--- config.mk ---
export PLATFORM = sky130hd
export DESIGN_NAME = cli_ctrl
export DESIGN_NICKNAME = d
export VERILOG_FILES = /design/src/hdl/cli_pkg.sv /design/src/hdl/cli_ctrl.sv
export SDC_FILE = /design/constraint.sdc
export NUM_CORES = 1
export LEC_CHECK = 0
export ABC_CLOCK_PERIOD_IN_PS = 19190
export BUFFER_PORTS_ARGS = -buffer_cell sky130_fd_sc_hd__buf_2
export CAP_MARGIN = 20
export CORE_UTILIZATION = 30
export DETAILED_ROUTE_END_ITERATION = 16
export PLACE_DENSITY = 0.51
export SLEW_MARGIN = 25
export SYNTH_ARGS = -nofsm -noshare
export SYNTH_HDL_FRONTEND = slang
export SYNTH_SLANG_ARGS = --single-unit
--- constraint.sdc ---
create_clock -name clk_sys -period 19.19 [get_ports clk_sys]
set_clock_uncertainty 0.2 [all_clocks]
set_input_delay 1.919 -clock clk_sys [delete_from_list [all_inputs] [get_ports clk_sys]]
set_output_delay 1.919 -clock clk_sys [all_outputs]
set_load 0.01 [all_outputs]
--- src/hdl/cli_pkg.sv ---
// Constants, register map and helper functions for the channel latch and inrush control block.
package cli_pkg;
    // ****************************************************************
    // Clock and timing
    // ****************************************************************
    localparam int CLK_MHZ = 125;
    localparam int MODE_DLY_US = 100;
    localparam int MODE_DLY_CYC = MODE_DLY_US * CLK_MHZ;
    localparam int BIM_MS = 40;
    localparam int BIM_CYC = BIM_MS * 1000 * CLK_MHZ;
    localparam int RESTART_CYC_DEF = 1024;
    localparam int F_INT_HZ = 102400;
    localparam int BASE_DIV_CYC = (CLK_MHZ * 1000000) / F_INT_HZ;
    localparam int TRIM_STEP_CYC = 64;
    localparam logic [3:0] TRIM_MID = 4'h8;
    // ****************************************************************
    // Register map
    // ****************************************************************
    localparam int ADDR_W = 8;
    localparam logic [7:0] OFS_OUT_CTRL = 8'h00;
    localparam logic [7:0] OFS_PAIR = 8'h04;
    localparam logic [7:0] OFS_INRUSH = 8'h08;
    localparam logic [7:0] OFS_LATCH_CLR = 8'h0c;
    localparam logic [7:0] OFS_TRIM = 8'h10;
    localparam logic [7:0] OFS_GEN0 = 8'h14;
    localparam logic [7:0] OFS_GEN1 = 8'h18;
    localparam logic [7:0] OFS_PWM_MAP = 8'h1c;
    localparam logic [7:0] OFS_IN_MAP = 8'h20;
    localparam logic [7:0] OFS_STATUS = 8'h24;
    localparam logic [7:0] OFS_IRQ_STAT = 8'h28;
    localparam logic [7:0] OFS_IRQ_MASK = 8'h2c;
    localparam logic [7:0] OFS_CH_STATE = 8'h30;
    localparam int DUTY_LSB = 0;
    localparam int FREQ_LSB = 8;
    localparam int MAP1_LSB = 8;
    localparam logic [1:0] FREQ_FULL = 2'h3;
    localparam logic [1:0] FREQ_DIV512 = 2'h1;
    localparam logic [1:0] FREQ_DIV256 = 2'h2;
    localparam logic [9:0] LAST_1024 = 10'h3ff;
    localparam logic [9:0] LAST_512 = 10'h1ff;
    localparam logic [9:0] LAST_256 = 10'h0ff;
    localparam logic [15:0] STAT_LIMP_BASE = 16'h8680;
    localparam logic [15:0] STAT_SLEEP = 16'h0000;
    localparam logic [1:0] RESP_OKAY = 2'h0;
    localparam logic [1:0] RESP_SLVERR = 2'h2;
    localparam logic [7:0] IN_MAP_RST = 8'h01;
    localparam logic [3:0] RST_TRIM = 4'h8;

    typedef enum logic [4:0] {
        MD_ACTIVE = 5'h01,
        MD_TO_LIMP = 5'h02,
        MD_LIMP = 5'h04,
        MD_TO_SLEEP = 5'h08,
        MD_SLEEP = 5'h10
    } cli_mode_t;

    // Pair-enable bit that governs a channel: channel bits 2 and 0 select it.
    function automatic logic [1:0] cli_pair_idx(input int ch);
        logic [2:0] c;
        c = ch[2:0];
        return {c[2], c[0]};
    endfunction

    // Last count of a generator period for a frequency code.
    function automatic logic [9:0] cli_last(input logic [1:0] f);
        if (f == FREQ_DIV512)
            return LAST_512;
        else if (f == FREQ_DIV256)
            return LAST_256;
        return LAST_1024;
    endfunction

    // Output level of a generator for its period count, duty and frequency code.
    function automatic logic cli_level(input logic [9:0] c, input logic [7:0] d,
                                       input logic [1:0] f);
        logic [7:0] s;
        s = c[9:2];
        if (f == FREQ_FULL)
            return 1'b1;
        if (f == FREQ_DIV512)
            s = c[8:1];
        else if (f == FREQ_DIV256)
            s = c[7:0];
        return s < d;
    endfunction
endpackage

--- src/hdl/cli_ctrl.sv ---
// Channel latch, pair coupling, inrush restart, PWM and mode control with an AXI4-Lite slave.
// Overview of operation
// - Four pair bits couple channels 0-2,1-3,4-6,5-7.
// - Coupled pair: first fault also latches partner.
// - Coupling never switches a channel on.
// - Without inrush, latch holds until software clears.
// - Inrush bit set: latched channel restarts after delay.
// - Restart delay counter starts at channel switch-on.
// - Any commanded switch-off clears inrush bit, unless the inrush register is written in that cycle.
// - Inrush set: error flag sets, latch does not hold.
// - Timer clears inrush bit 40 ms after setting.
// - Inverse current keeps state; error only on overtemperature.
// - Inverse current disables overload and overtemperature protection.
// - Two independent PWM generators, each mapped to channels.
// - Both generators run from one trimmed base rate.
// - Active to limp-home within 100 us, status 868x.
// - Active to sleep within 100 us, status 0000.
// - New duty takes effect after current period ends.
// - Frequency code selects divide 1024/512/256 or 100%.
//
// The address map and the AXI4-Lite interface to the registers are this design's own decisions.
`timescale 1ns/1ps
`default_nettype none
module cli_ctrl
    import cli_pkg::*;
#(
    parameter int NCH = 8,
    parameter int MODE_CYC = MODE_DLY_CYC,
    parameter int BIM_LIMIT = BIM_CYC,
    parameter int RESTART_CYC = RESTART_CYC_DEF
)(
    input wire logic clk_sys,
    input wire logic resetn,
    input wire logic [ADDR_W-1:0] s_axi_awaddr,
    input wire logic s_axi_awvalid,
    output logic s_axi_awready,
    input wire logic [31:0] s_axi_wdata,
    input wire logic [3:0] s_axi_wstrb,
    input wire logic s_axi_wvalid,
    output logic s_axi_wready,
    output logic [1:0] s_axi_bresp,
    output logic s_axi_bvalid,
    input wire logic s_axi_bready,
    input wire logic [ADDR_W-1:0] s_axi_araddr,
    input wire logic s_axi_arvalid,
    output logic s_axi_arready,
    output logic [31:0] s_axi_rdata,
    output logic [1:0] s_axi_rresp,
    output logic s_axi_rvalid,
    input wire logic s_axi_rready,
    input wire logic [NCH-1:0] ovl_detect,
    input wire logic [NCH-1:0] otp_detect,
    input wire logic [NCH-1:0] inverse_current,
    input wire logic direct_input_zero,
    input wire logic direct_input_one,
    input wire logic mode_pin,
    output logic [NCH-1:0] channel_on,
    output logic [1:0] pwm_level,
    output logic irq
);
    // ****************************************************************
    // Reset release
    // ****************************************************************
    logic [1:0] rst_sync_q;
    logic rst_n;
    always_ff @(posedge clk_sys or negedge resetn)
    begin
        if (!resetn)
            rst_sync_q <= 2'h0;
        else
            rst_sync_q <= {rst_sync_q[0], 1'b1};
    end
    assign rst_n = rst_sync_q[1];

    // ****************************************************************
    // AXI4-Lite slave
    // ****************************************************************
    logic [ADDR_W-1:0] aw_q;
    logic aw_full_q;
    logic [31:0] w_q;
    logic w_full_q;
    logic wr_go;
    logic [NCH-1:0] out_q, inrush_q, latch_q, err_q, mask_q, cmd_q, cmd_prev_q;
    logic [3:0] pair_q, trim_q;
    logic [9:0] gen_q [2];
    logic [15:0] pwm_map_q, in_map_q, status_q;
    logic [31:0] rd_d;
    logic [1:0] rresp_d;
    assign s_axi_awready = !aw_full_q;
    assign s_axi_wready = !w_full_q;
    assign wr_go = aw_full_q && w_full_q && !s_axi_bvalid;
    always_ff @(posedge clk_sys or negedge rst_n)
    begin
        if (!rst_n)
        begin
            aw_full_q <= 1'b0;
            w_full_q <= 1'b0;
            aw_q <= '0;
            w_q <= 32'h0;
            s_axi_bvalid <= 1'b0;
            s_axi_bresp <= RESP_OKAY;
        end
        else
        begin
            if (s_axi_awvalid && s_axi_awready)
            begin
                aw_q <= s_axi_awaddr;
                aw_full_q <= 1'b1;
            end
            if (s_axi_wvalid && s_axi_wready)
            begin
                w_q <= s_axi_wdata;
                w_full_q <= 1'b1;
            end
            if (wr_go)
            begin
                aw_full_q <= 1'b0;
                w_full_q <= 1'b0;
                s_axi_bvalid <= 1'b1;
                s_axi_bresp <= (aw_q > OFS_CH_STATE || aw_q[1:0] != 2'h0) ? RESP_SLVERR : RESP_OKAY;
            end
            else if (s_axi_bready)
                s_axi_bvalid <= 1'b0;
        end
    end

    function automatic logic wr_hit(input logic [7:0] ofs);
        return wr_go && aw_q == ofs;
    endfunction

    always_comb
    begin
        rresp_d = RESP_OKAY;
        rd_d = 32'h0;
        if (s_axi_araddr == OFS_OUT_CTRL)
            rd_d[NCH-1:0] = out_q;
        else if (s_axi_araddr == OFS_PAIR)
            rd_d[3:0] = pair_q;
        else if (s_axi_araddr == OFS_INRUSH)
            rd_d[NCH-1:0] = inrush_q;
        else if (s_axi_araddr == OFS_LATCH_CLR)
            rd_d[NCH-1:0] = latch_q;
        else if (s_axi_araddr == OFS_TRIM)
            rd_d[3:0] = trim_q;
        else if (s_axi_araddr == OFS_GEN0)
            rd_d[9:0] = gen_q[0];
        else if (s_axi_araddr == OFS_GEN1)
            rd_d[9:0] = gen_q[1];
        else if (s_axi_araddr == OFS_PWM_MAP)
            rd_d[15:0] = pwm_map_q;
        else if (s_axi_araddr == OFS_IN_MAP)
            rd_d[15:0] = in_map_q;
        else if (s_axi_araddr == OFS_STATUS)
            rd_d[15:0] = status_q;
        else if (s_axi_araddr == OFS_IRQ_STAT)
            rd_d[NCH-1:0] = err_q;
        else if (s_axi_araddr == OFS_IRQ_MASK)
            rd_d[NCH-1:0] = mask_q;
        else if (s_axi_araddr == OFS_CH_STATE)
            rd_d[NCH-1:0] = channel_on;
        else
            rresp_d = RESP_SLVERR;
    end

    assign s_axi_arready = !s_axi_rvalid;
    always_ff @(posedge clk_sys or negedge rst_n)
    begin
        if (!rst_n)
        begin
            s_axi_rvalid <= 1'b0;
            s_axi_rdata <= 32'h0;
            s_axi_rresp <= RESP_OKAY;
        end
        else if (s_axi_arvalid && s_axi_arready)
        begin
            s_axi_rvalid <= 1'b1;
            s_axi_rdata <= rd_d;
            s_axi_rresp <= rresp_d;
        end
        else if (s_axi_rready)
            s_axi_rvalid <= 1'b0;
    end

    // ****************************************************************
    // Configuration registers
    // ****************************************************************
    always_ff @(posedge clk_sys or negedge rst_n)
    begin
        if (!rst_n)
        begin
            out_q <= '0;
            pair_q <= 4'h0;
            trim_q <= RST_TRIM;
            gen_q[0] <= 10'h0;
            gen_q[1] <= 10'h0;
            pwm_map_q <= 16'h0;
            in_map_q <= {IN_MAP_RST << 1, IN_MAP_RST};
            mask_q <= '0;
        end
        else
        begin
            if (wr_hit(OFS_OUT_CTRL))
                out_q <= w_q[NCH-1:0];
            if (wr_hit(OFS_PAIR))
                pair_q <= w_q[3:0];
            if (wr_hit(OFS_TRIM))
                trim_q <= w_q[3:0];
            if (wr_hit(OFS_GEN0))
                gen_q[0] <= w_q[9:0];
            if (wr_hit(OFS_GEN1))
                gen_q[1] <= w_q[9:0];
            if (wr_hit(OFS_PWM_MAP))
                pwm_map_q <= w_q[15:0];
            if (wr_hit(OFS_IN_MAP))
                in_map_q <= w_q[15:0];
            if (wr_hit(OFS_IRQ_MASK))
                mask_q <= w_q[NCH-1:0];
        end
    end

    // ****************************************************************
    // PWM generators
    // ****************************************************************
    logic [11:0] base_cnt_q;
    logic [11:0] base_div;
    logic base_tick;
    logic [9:0] pcnt_q [2];
    logic [9:0] sh_q [2];
    logic [1:0] wrap;
    always_comb
    begin
        if (trim_q == 4'h0)
            base_div = 12'(BASE_DIV_CYC);
        else
            base_div = 12'(BASE_DIV_CYC + (int'(TRIM_MID) - int'(trim_q)) * TRIM_STEP_CYC);
    end
    assign base_tick = base_cnt_q >= base_div - 12'h1;
    always_ff @(posedge clk_sys or negedge rst_n)
    begin
        if (!rst_n)
            base_cnt_q <= 12'h0;
        else if (base_tick)
            base_cnt_q <= 12'h0;
        else
            base_cnt_q <= base_cnt_q + 12'h1;
    end
    for (genvar g = 0; g < 2; g++)
    begin : gen_pwm
        assign wrap[g] = base_tick && pcnt_q[g] >= cli_last(sh_q[g][FREQ_LSB+:2]);
        always_ff @(posedge clk_sys or negedge rst_n)
        begin
            if (!rst_n)
            begin
                pcnt_q[g] <= 10'h0;
                sh_q[g] <= 10'h0;
                pwm_level[g] <= 1'b0;
            end
            else
            begin
                if (wrap[g])
                begin
                    pcnt_q[g] <= 10'h0;
                    sh_q[g] <= gen_q[g];
                end
                else if (base_tick)
                    pcnt_q[g] <= pcnt_q[g] + 10'h1;
                pwm_level[g] <= cli_level(pcnt_q[g], sh_q[g][DUTY_LSB+:8],
                                          sh_q[g][FREQ_LSB+:2]);
            end
        end
    end

    // ****************************************************************
    // Mode control
    // ****************************************************************
    cli_mode_t mode_q;
    logic [13:0] mode_cnt_q;
    logic any_in;
    assign any_in = direct_input_zero || direct_input_one;
    always_ff @(posedge clk_sys or negedge rst_n)
    begin
        if (!rst_n)
        begin
            mode_q <= MD_ACTIVE;
            mode_cnt_q <= 14'h0;
        end
        else if (mode_pin)
        begin
            mode_q <= MD_ACTIVE;
            mode_cnt_q <= 14'h0;
        end
        else
        begin
            case (mode_q)
                MD_ACTIVE:
                    mode_q <= any_in ? MD_TO_LIMP : MD_TO_SLEEP;
                MD_TO_LIMP, MD_TO_SLEEP:
                begin
                    mode_cnt_q <= mode_cnt_q + 14'h1;
                    if (mode_cnt_q >= 14'(MODE_CYC - 2))
                    begin
                        mode_cnt_q <= 14'h0;
                        mode_q <= (mode_q == MD_TO_LIMP) ? MD_LIMP : MD_SLEEP;
                    end
                end
                MD_LIMP:
                    if (!any_in)
                        mode_q <= MD_SLEEP;
                MD_SLEEP:
                    if (any_in)
                        mode_q <= MD_LIMP;
                default:
                    mode_q <= MD_ACTIVE;
            endcase
        end
    end
    always_ff @(posedge clk_sys or negedge rst_n)
    begin
        if (!rst_n)
            status_q <= STAT_SLEEP;
        else if (mode_q == MD_LIMP)
            status_q <= STAT_LIMP_BASE | {14'h0, direct_input_one, direct_input_zero};
        else if (mode_q == MD_SLEEP)
            status_q <= STAT_SLEEP;
        else
            status_q <= {8'h00, latch_q};
    end

    // ****************************************************************
    // Channel command, latch, inrush restart
    // ****************************************************************
    logic [NCH-1:0] cmd_d, trip, latch_set, restart, cmd_fall, bim_done, err_evt;
    logic [15:0] rs_cnt_q [NCH];
    logic [22:0] bim_cnt_q [NCH];
    always_comb
    begin
        cmd_d = '0;
        if (mode_q == MD_LIMP)
            cmd_d = ({NCH{direct_input_zero}} & in_map_q[7:0])
                  | ({NCH{direct_input_one}} & in_map_q[15:8]);
        else if (mode_q != MD_SLEEP)
            cmd_d = out_q | ({NCH{pwm_level[0]}} & pwm_map_q[7:0])
                  | ({NCH{pwm_level[1]}} & pwm_map_q[MAP1_LSB+:8])
                  | ({NCH{direct_input_zero}} & in_map_q[7:0])
                  | ({NCH{direct_input_one}} & in_map_q[15:8]);
    end
    assign trip = channel_on & (ovl_detect | otp_detect) & ~inverse_current;
    assign err_evt = channel_on & (otp_detect | (ovl_detect & ~inverse_current));
    assign cmd_fall = cmd_prev_q & ~cmd_q;
    for (genvar i = 0; i < NCH; i++)
    begin : gen_ch
        assign latch_set[i] = trip[i] || (pair_q[cli_pair_idx(i)] && trip[i ^ 2]);
        assign restart[i] = inrush_q[i] && latch_q[i]
                          && rs_cnt_q[i] >= 16'(RESTART_CYC - 1);
        assign bim_done[i] = inrush_q[i] && bim_cnt_q[i] >= 23'(BIM_LIMIT - 1);
        always_ff @(posedge clk_sys or negedge rst_n)
        begin
            if (!rst_n)
                rs_cnt_q[i] <= 16'h0;
            else if ((cmd_q[i] && !cmd_prev_q[i]) || restart[i])
                rs_cnt_q[i] <= 16'h0;
            else if (cmd_q[i] && rs_cnt_q[i] < 16'(RESTART_CYC - 1))
                rs_cnt_q[i] <= rs_cnt_q[i] + 16'h1;
        end
        always_ff @(posedge clk_sys or negedge rst_n)
        begin
            if (!rst_n)
                bim_cnt_q[i] <= 23'h0;
            else if (!inrush_q[i] || wr_hit(OFS_INRUSH))
                bim_cnt_q[i] <= 23'h0;
            else
                bim_cnt_q[i] <= bim_cnt_q[i] + 23'h1;
        end
    end
    always_ff @(posedge clk_sys or negedge rst_n)
    begin
        if (!rst_n)
        begin
            cmd_q <= '0;
            cmd_prev_q <= '0;
            latch_q <= '0;
            inrush_q <= '0;
            err_q <= '0;
            channel_on <= '0;
        end
        else
        begin
            cmd_q <= cmd_d;
            cmd_prev_q <= cmd_q;
            latch_q <= latch_set | (latch_q & ~restart
                       & ~(wr_hit(OFS_LATCH_CLR) ? w_q[NCH-1:0] : '0));
            if (wr_hit(OFS_INRUSH))
                inrush_q <= w_q[NCH-1:0];
            else
                inrush_q <= inrush_q & ~cmd_fall & ~bim_done;
            err_q <= err_evt | (err_q & ~(wr_hit(OFS_IRQ_STAT) ? w_q[NCH-1:0] : '0));
            channel_on <= cmd_q & ~latch_q & ~latch_set;
        end
    end
    assign irq = |(err_q & mask_q);

    // ****************************************************************
    // Checks
    // ****************************************************************
    AST_PAIR_COUPLE: assert property (@(posedge clk_sys) disable iff (!rst_n)
        (pair_q[0] && trip[0]) |=> latch_q[2] && !channel_on[2])
        else $error("Coupled partner not latched.");
    AST_PAIR_MAP: assert property (@(posedge clk_sys) disable iff (!rst_n)
        (!pair_q[0] && trip[0] && !trip[2]) |=> !latch_q[2] || $past(latch_q[2]))
        else $error("Uncoupled channel latched by neighbour.");
    AST_NO_PARTNER_ON: assert property (@(posedge clk_sys) disable iff (!rst_n)
        $rose(channel_on[2]) |-> $past(cmd_q[2]))
        else $error("Channel on without its own command.");
    AST_LATCH_HOLD: assert property (@(posedge clk_sys) disable iff (!rst_n)
        (latch_q[0] && !inrush_q[0] && !wr_hit(OFS_LATCH_CLR)) |=> latch_q[0])
        else $error("Latch released without clear.");
    AST_RESTART: assert property (@(posedge clk_sys) disable iff (!rst_n)
        (restart[1] && !latch_set[1]) |=> !latch_q[1] ##0 rs_cnt_q[1] == 16'h0)
        else $error("Inrush restart did not release latch.");
    AST_CNT_START: assert property (@(posedge clk_sys) disable iff (!rst_n)
        (cmd_q[0] && !cmd_prev_q[0]) |=> rs_cnt_q[0] == 16'h0)
        else $error("Restart counter not started at switch on.");
    AST_OFF_CLR: assert property (@(posedge clk_sys) disable iff (!rst_n)
        (cmd_fall[3] && !wr_hit(OFS_INRUSH)) |=> !inrush_q[3])
        else $error("Switch off left inrush bit set.");
    AST_BIM_EXPIRE: assert property (@(posedge clk_sys) disable iff (!rst_n)
        (bim_done[1] && !wr_hit(OFS_INRUSH)) |=> !inrush_q[1])
        else $error("Inrush timer did not clear bit.");
    AST_INV_NOPROT: assert property (@(posedge clk_sys) disable iff (!rst_n)
        (inverse_current[0] && !latch_q[0] && !(pair_q[0] && trip[2])) |=> !latch_q[0])
        else $error("Protection acted under inverse current.");
    AST_FULL_ON: assert property (@(posedge clk_sys) disable iff (!rst_n)
        (sh_q[0][FREQ_LSB+:2] == FREQ_FULL) [*2] |-> pwm_level[0])
        else $error("Code 11 not constant high.");
    AST_DUTY_HOLD: assert property (@(posedge clk_sys) disable iff (!rst_n)
        !wrap[0] |=> $stable(sh_q[0]))
        else $error("Duty changed inside a period.");
    AST_LIMP_WORD: assert property (@(posedge clk_sys) disable iff (!rst_n)
        (mode_q == MD_LIMP && $past(mode_q) == MD_LIMP) |-> status_q[15:2] == STAT_LIMP_BASE[15:2])
        else $error("Limp-home status word wrong.");
    AST_SLEEP_WORD: assert property (@(posedge clk_sys) disable iff (!rst_n)
        $rose(mode_q == MD_SLEEP) |=> status_q == STAT_SLEEP)
        else $error("Sleep status word not zero.");
endmodule
`default_nettype wire

======== Yosys cells after proc, flatten, opt, wreduce, memory -nomap -nowiden ========
Index checks and enable logic that the tools add are counted.
operators by class
  $add $sub $neg .......................... 23
  magnitude comparators ................... 31
  equal/unequal tests ..................... 37
  mux-type cells .......................... 124
  bitwise gates (word level) .............. 35
  reductions and logical operators ........ 134
operator list
  operator                                                              count
  two-way mux 16 bit                                                    26
  adder 23 x 1 -> 23 bit (second input constant)                        8
  greater-or-equal comparator 23 bit (second input constant)            8
  two-way mux 23 bit                                                    8
  two-way mux 8 bit                                                     23
  two-way mux 10 bit                                                    17
  AND 8 bit                                                             17
  adder 16 x 1 -> 16 bit (second input constant)                        8
  greater-or-equal comparator 16 x 10 -> 1 bit (second input constant)  8
  less-than comparator 16 x 10 -> 1 bit (second input constant)         8
  NOT 8 bit                                                             9
  OR 8 bit                                                              9
  logical AND 1 bit                                                     66
  equality test 8 x 5 -> 1 bit (second input constant)                  8
  equality test 8 x 6 -> 1 bit (second input constant)                  8
  two-way mux 12 bit                                                    4
  two-way mux 14 bit                                                    3
  equality test 8 x 4 -> 1 bit (second input constant)                  4
  nonzero test 2 bit                                                    16
  two-way mux 2 bit                                                     14
  logical OR 1 bit                                                      26
  two-way mux 5 bit                                                     5
  adder 10 x 1 -> 10 bit (second input constant)                        2
  greater-or-equal comparator 10 bit                                    2
  other kinds (29)                                                      77
word-level totals
  register bits after elaboration ......... 575
  bits of input ports ..................... 86
  output and inout bits ................... 52
  word-level logic and storage cells ...... 434

======== Longest topological paths before layout ========
  depth after elaboration ................. 26
  mapped depth ............................ 15

======== Least setup slack after synthesis ========
No wires, ideal clock.
  path type ............................... input -> register
  start point ............................. in s_axi_araddr[5]
  end point ............................... reg s_axi_rdata[5]
  setup time .............................. 64 ps
  data arrival time ....................... 3574 ps
  required time ........................... 18926 ps
  path slack .............................. 15352 ps
  cell stages on the path ................. 7
  path buffers ............................ 1
  cell sequence ........................... clkbuf_1 nor3b_1 nand2_1 nor3_1 a211oi_1 o211ai_1 a21o_1
between the ends
  longest elaborated chain between the ends .. 26
ends and longest elaborated chain
  element                       line             RTL
  start, declared               cli_ctrl.sv:44   input wire logic [ADDR_W-1:0] s_axi_araddr,
  equality test 8 x 6 -> 1 bit  cli_ctrl.sv:159  else if (s_axi_araddr == OFS_CH_STATE)
  two-way mux 8 bit             cli_ctrl.sv:159
  two-way mux 8 bit             cli_ctrl.sv:157  else if (s_axi_araddr == OFS_IRQ_MASK)
  two-way mux 8 bit             cli_ctrl.sv:155  else if (s_axi_araddr == OFS_IRQ_STAT)
  two-way mux 8 bit             cli_ctrl.sv:153  else if (s_axi_araddr == OFS_STATUS)
  two-way mux 16 bit            cli_ctrl.sv:151  else if (s_axi_araddr == OFS_IN_MAP)
  two-way mux 16 bit            cli_ctrl.sv:149  else if (s_axi_araddr == OFS_PWM_MAP)
  two-way mux 16 bit            cli_ctrl.sv:147  else if (s_axi_araddr == OFS_GEN1)
  [... 10 more ...]             n/a
  two-way mux 10 bit            cli_ctrl.sv:139  else if (s_axi_araddr == OFS_INRUSH)
  two-way mux 10 bit            cli_ctrl.sv:137  else if (s_axi_araddr == OFS_PAIR)
  two-way mux 10 bit            cli_ctrl.sv:135  if (s_axi_araddr == OFS_OUT_CTRL)
  two-way mux 12 bit            cli_ctrl.sv:143  else if (s_axi_araddr == OFS_TRIM)
  two-way mux 8 bit             cli_ctrl.sv:141  else if (s_axi_araddr == OFS_LATCH_CLR)
  two-way mux 8 bit             cli_ctrl.sv:139
  two-way mux 12 bit            cli_ctrl.sv:137
  two-way mux 8 bit *           cli_ctrl.sv:135
  end signal, assigned          cli_ctrl.sv:177  s_axi_rdata <= rd_d;
  end, declared                 cli_ctrl.sv:47   output logic [31:0] s_axi_rdata,
Mark *: on every way between the ends. The rest lies on a longest branch, timed or not. The select of a mux whose other input is x is not followed.
A chain may end at the register's enable or synchronous reset.

======== Worst setup path after layout ========
  start point ............................. reg trim_q[0]
  end point ............................... reg sh_q[10] (netlist bit)
between the ends
  longest elaborated chain between the ends .. 6
ends and longest elaborated chain
  element                               line             RTL
  start, declared                       cli_ctrl.sv:84   logic [3:0] pair_q, trim_q;
  start signal, assigned                cli_ctrl.sv:207  trim_q <= w_q[3:0];
  subtractor 4 x 4 -> 5 bit             cli_ctrl.sv:235  base_div = 12'(BASE_DIV_CYC + (int'(TRIM_MID) - int'(trim_q)) * TRIM_STEP_CYC);
  adder 12 x 11 -> 12 bit               cli_ctrl.sv:235
  two-way mux 12 bit *                  cli_ctrl.sv:232  if (trim_q == 4'h0)
  subtractor 12 x 1 -> 12 bit *         cli_ctrl.sv:237  assign base_tick = base_cnt_q >= base_div - 12'h1;
  greater-or-equal comparator 12 bit *  cli_ctrl.sv:237
  logical AND 1 bit *                   cli_ctrl.sv:249  assign wrap[g] = base_tick && pcnt_q[g] >= cli_last(sh_q[g][FREQ_LSB+:2]);
  end signal, assigned by index         cli_ctrl.sv:263  sh_q[g] <= gen_q[g];
  end, declared                         cli_ctrl.sv:228  logic [9:0] sh_q [2];
Mark *: on every way between the ends. The rest lies on a longest branch, timed or not.

==> results by group <==
Status
  – Outcome: complete, no violations

CTS
  – Hold_buf cts: 0
  – TritonCTS clock tree: built
  – Clock root buffer master: clkbuf_16
  – Total CTS buffers: 67
  – CTS max path bufs: 3
  – CTS H-tree lvls: 3
  – Clock sink count: 566
  – Clock transition at path regs: 0.06 ns
  – Worst-Skew Late Latency: 0.61 ns
  – Setup repair bufs after CTS: 0
  – Post-CTS sizing: 0

Min path
  – Hold WC Path Type: reg2async

Timing
  – Max Fclk: 248.9 MHz
  – Worst Tran Pin Value: 1.052 ns
  – Final setup fails: 0
  – RSZ-0062 raised after global routing: false
  – Pins Over Slew Limit: 0
  – Sum Neg Setup Slack: 0 ns
  – Crit path time final: approximately 4 ns
  – Final hold violation count: 0
  – Relative max-transition margin: between 20% and 30%
  – Final period util: 20.94%

Routing
  – Number of vias per cell: a little under 5
  – Routed via count: approximately 21k
  – WL/cell: 17.33 microns
  – Met2 WL post-DR: 31,740 microns
  – Residual DRC count: 0
  – Drt first-iter violations: approximately 1.3k
  – Final wirelength: just over 70,000 microns
  – WL met3: 3068 microns
  – Top Metal Used: met5
  – Drt first pass iters: 6
  – Routed Antenna Nets: 0
  – Routed metal-1 wirelength: 35,930 microns

Floorplan
  – Ports: ~140
  – Die area: 94,360 sq um
  – Row count: 111
  – Core box area: 91,940 sq um
  – Chip Height: 307.2 microns
  – Die width: 307.2 microns
  – Initial cell density of the core: between 30% and 40%

Layout
  – Finished Core Util: 34.89%
  – Diode count: 0
  – Ratio of cells with drive above 1 in the final layout: 12.45%
  – Fillers: 9,372
  – Synth-to-Final Area Change: 14.82%
  – Commonest cells after routing, fill and taps aside: dfrtp_1 (561), nor2_1 (373), nand2_1 (226)
  – Layout Nets: between 3k and 4k
  – Leading cell type in the layout, fill and taps excluded: dfrtp_1

GRT
  – Initial antenna violation count: 11
  – First-pass GRT wire length: 115,500 microns
  – Grt ovf: 0
  – Largest net degree at the start of global routing: 160
  – GRT Total Usage: 15.40%
  – Vias in the first global route: ~20k

Pwr
  – Internal power: 2.409 mW
  – Power density cells: 107.2 nW/um^2
  – Clock network fraction of total power: 40.2%
  – VDD IR max: 0.05960 mV
  – Switching pwr: about 1.0 mW
  – Sequential power share: approximately 46%
  – Comb pwr share: between 10 and 15%
  – Sw Share: 29.98%
  – Static Leakage: 14.11 nW

Worst setup path
  – CP max FO: 22
  – CP Launch Type: register
  – RR Startpoint: trim_q[0]
  – Worst EP required: 19.47 ns
  – R2r worst-path depth: 12
  – Worst EP arrival: 4.30 ns
  – Reg2reg setup slack: 15.17 ns
  – Crit. End Element: register
  – Reg2reg end: sh_q[10]
  – Critical path class: reg2reg

Synthesis
  – Distinct cells, synth: 73
  – Largest family of logic cells by synthesized area: simple AND/OR/NAND/NOR gates
  – Synth Warn #: 0
  – Area contributors post-synth: dfrtp_1 (50%), xor2_1 (5.3%), nor2_1 (5.0%), mux2_2 (3.9%), nand2_1 (3.0%)
  – Simple-gate share of the synthesized area: just over 20%
  – Post-synthesis sequential area ratio: 50.71%
  – Most used DFF post-synth: dfrtp_1
  – Xor/xnor share of the synthesized area: 7.554%
  – Synthesized area: 27,940 sq um
  – Post-synthesis compound-gate area fraction: 10.22%
  – Synthesis-stage register bit count: around 570
  – Async SR Flop Fraction: 100.0%
  – Mux contribution to synthesized area: 5.382%
  – Avg Inst Size Synth: 9.923 sq um
  – Synth Area in Adders: 2.328%
  – Post-synth EDFFs: 0
  – Cell taking the most area after synthesis: dfrtp_1
  – Post-Synthesis Cells: 2,816
  – Post-synth top area share: approximately 50%

Placed design
  – Final RePlAce weighted congestion: ~0.86
  – I/O Buffers: 99
  – HPWL Detailed: 49,940 microns

Run
  – Max capacitance violation total: 0
==> layout make-up <==
type                            count  area [sq um]  area share (%)
Sequential cell                   566         14170           44.18
Inverter                           85         319.1          0.9945
Multi-Input combinational cell   2053         12970           40.42
Timing Repair Buffer              118         674.4           2.102
Clock inverter                     22         381.6           1.190
Tap cell                         1243          1555           4.848
Clock buffer                       96          2011           6.267
==> registers in the layout (all words and copies together) (netlist names), 9 cells and up <==
| name | flops |
|---|---|
| pwm_map_q | 16 |
| base_cnt_q | 12 |
| status_q | 9 |
| rs_cnt_q | 128 |
| mode_cnt_q | 14 |
| pcnt_q | 20 |
| gen_q | 20 |
| sh_q | 20 |
| s_axi_rdata | 16 |
| w_q | 16 |
| in_map_q | 16 |
| bim_cnt_q | 184 |
==> stage by stage <==
stage               setup WS, ns  hold WS, ns  cell area [sq um]  power (mW)  cells
floorplan                  2.053       0.1312              28010       1.848   2833
global placement           14.64       0.1346              29640       2.076   4064
detailed placement         14.65       0.1355              29650       2.081   4064
CTS                        15.18       0.1497              32040       3.486   4182
global route               14.96      0.08388              32080       3.605   4183
finish                     15.17      0.04720              32080       3.440   4183
==> cells by family (layout without fill, tap and decap cells) <==
| logic type | Yosys count | in the layout |
|---|---|---|
| DFF | 566 | 566 |
| muxes | 133 | 133 |
| xor gates and xnor gates | 241 | 241 |
| adders and majority gates | 52 | 52 |
| and+or+nand+nor | 1170 | 1170 |
| AOI/OAI and AO/OA | 438 | 438 |
| buffers and inverters | 214 | 321 |
| other | 2 | 19 |
==> power by group through the flow <==
stage | logic [mW] | clock network (mW) | registers, mW
after detailed placement | 0.494 | 0 | 1.59
after global placement | 0.489 | 0 | 1.59
final | 0.492 | 1.38 | 1.56
after floorplan | 0.366 | 0 | 1.48
after CTS | 0.497 | 1.42 | 1.57
after global routing | 0.554 | 1.47 | 1.59
==> cells in the mapped netlist (28+ instances only) <==
cell,instances
a21oi_1,67
and2_1,49
and3_1,99
and4_1,28
clkbuf_1,90
dfrtp_1,562
ha_1,52
inv_1,85
mux2_2,98
nand2_1,226
nand3_1,145
nand4_1,69
nor2_1,373
nor3_1,47
nor4_1,33
o21ai_0,148
o31ai_1,30
xnor2_1,73
xor2_1,168
==> critical path, cell delays in order (launching register included) <==
cell,delay (ns)
dfrtp_1,0.53
inv_1,0.11
ha_1,0.39
nor4b_1,0.17
o21ai_0,0.16
o2111ai_1,0.16
ha_1,0.33
o21a_1,0.12
nor2_1,0.07
o31ai_4,0.52
buf_4,0.36
and2_1,0.37
mux2_2,0.37
==> layer usage <==
layer	vias up	GRT usage (%)
li1	10050	-
met4	6	4.894
met5	-	0
met1	10120	22.46
met3	107	2.202
met2	407	23.40
==> how the worst max path moves through the flow <==
stage | endpoint | from | slack [ns] | depth (start not counted)
global placement | s_axi_rdata[2] | s_axi_araddr[4] | 14.64 | 7
CTS | sh_q[10] | trim_q[0] | 15.18 | 12
finish | sh_q[10] | trim_q[0] | 15.17 | 12
detailed placement | s_axi_rdata[2] | s_axi_araddr[4] | 14.65 | 7
global route | sh_q[10] | trim_q[0] | 14.96 | 12
floorplan | aw_full_q | rst_sync_q[1] | 2.05 | 0
Note: power is estimated with default switching activity, not from simulation.
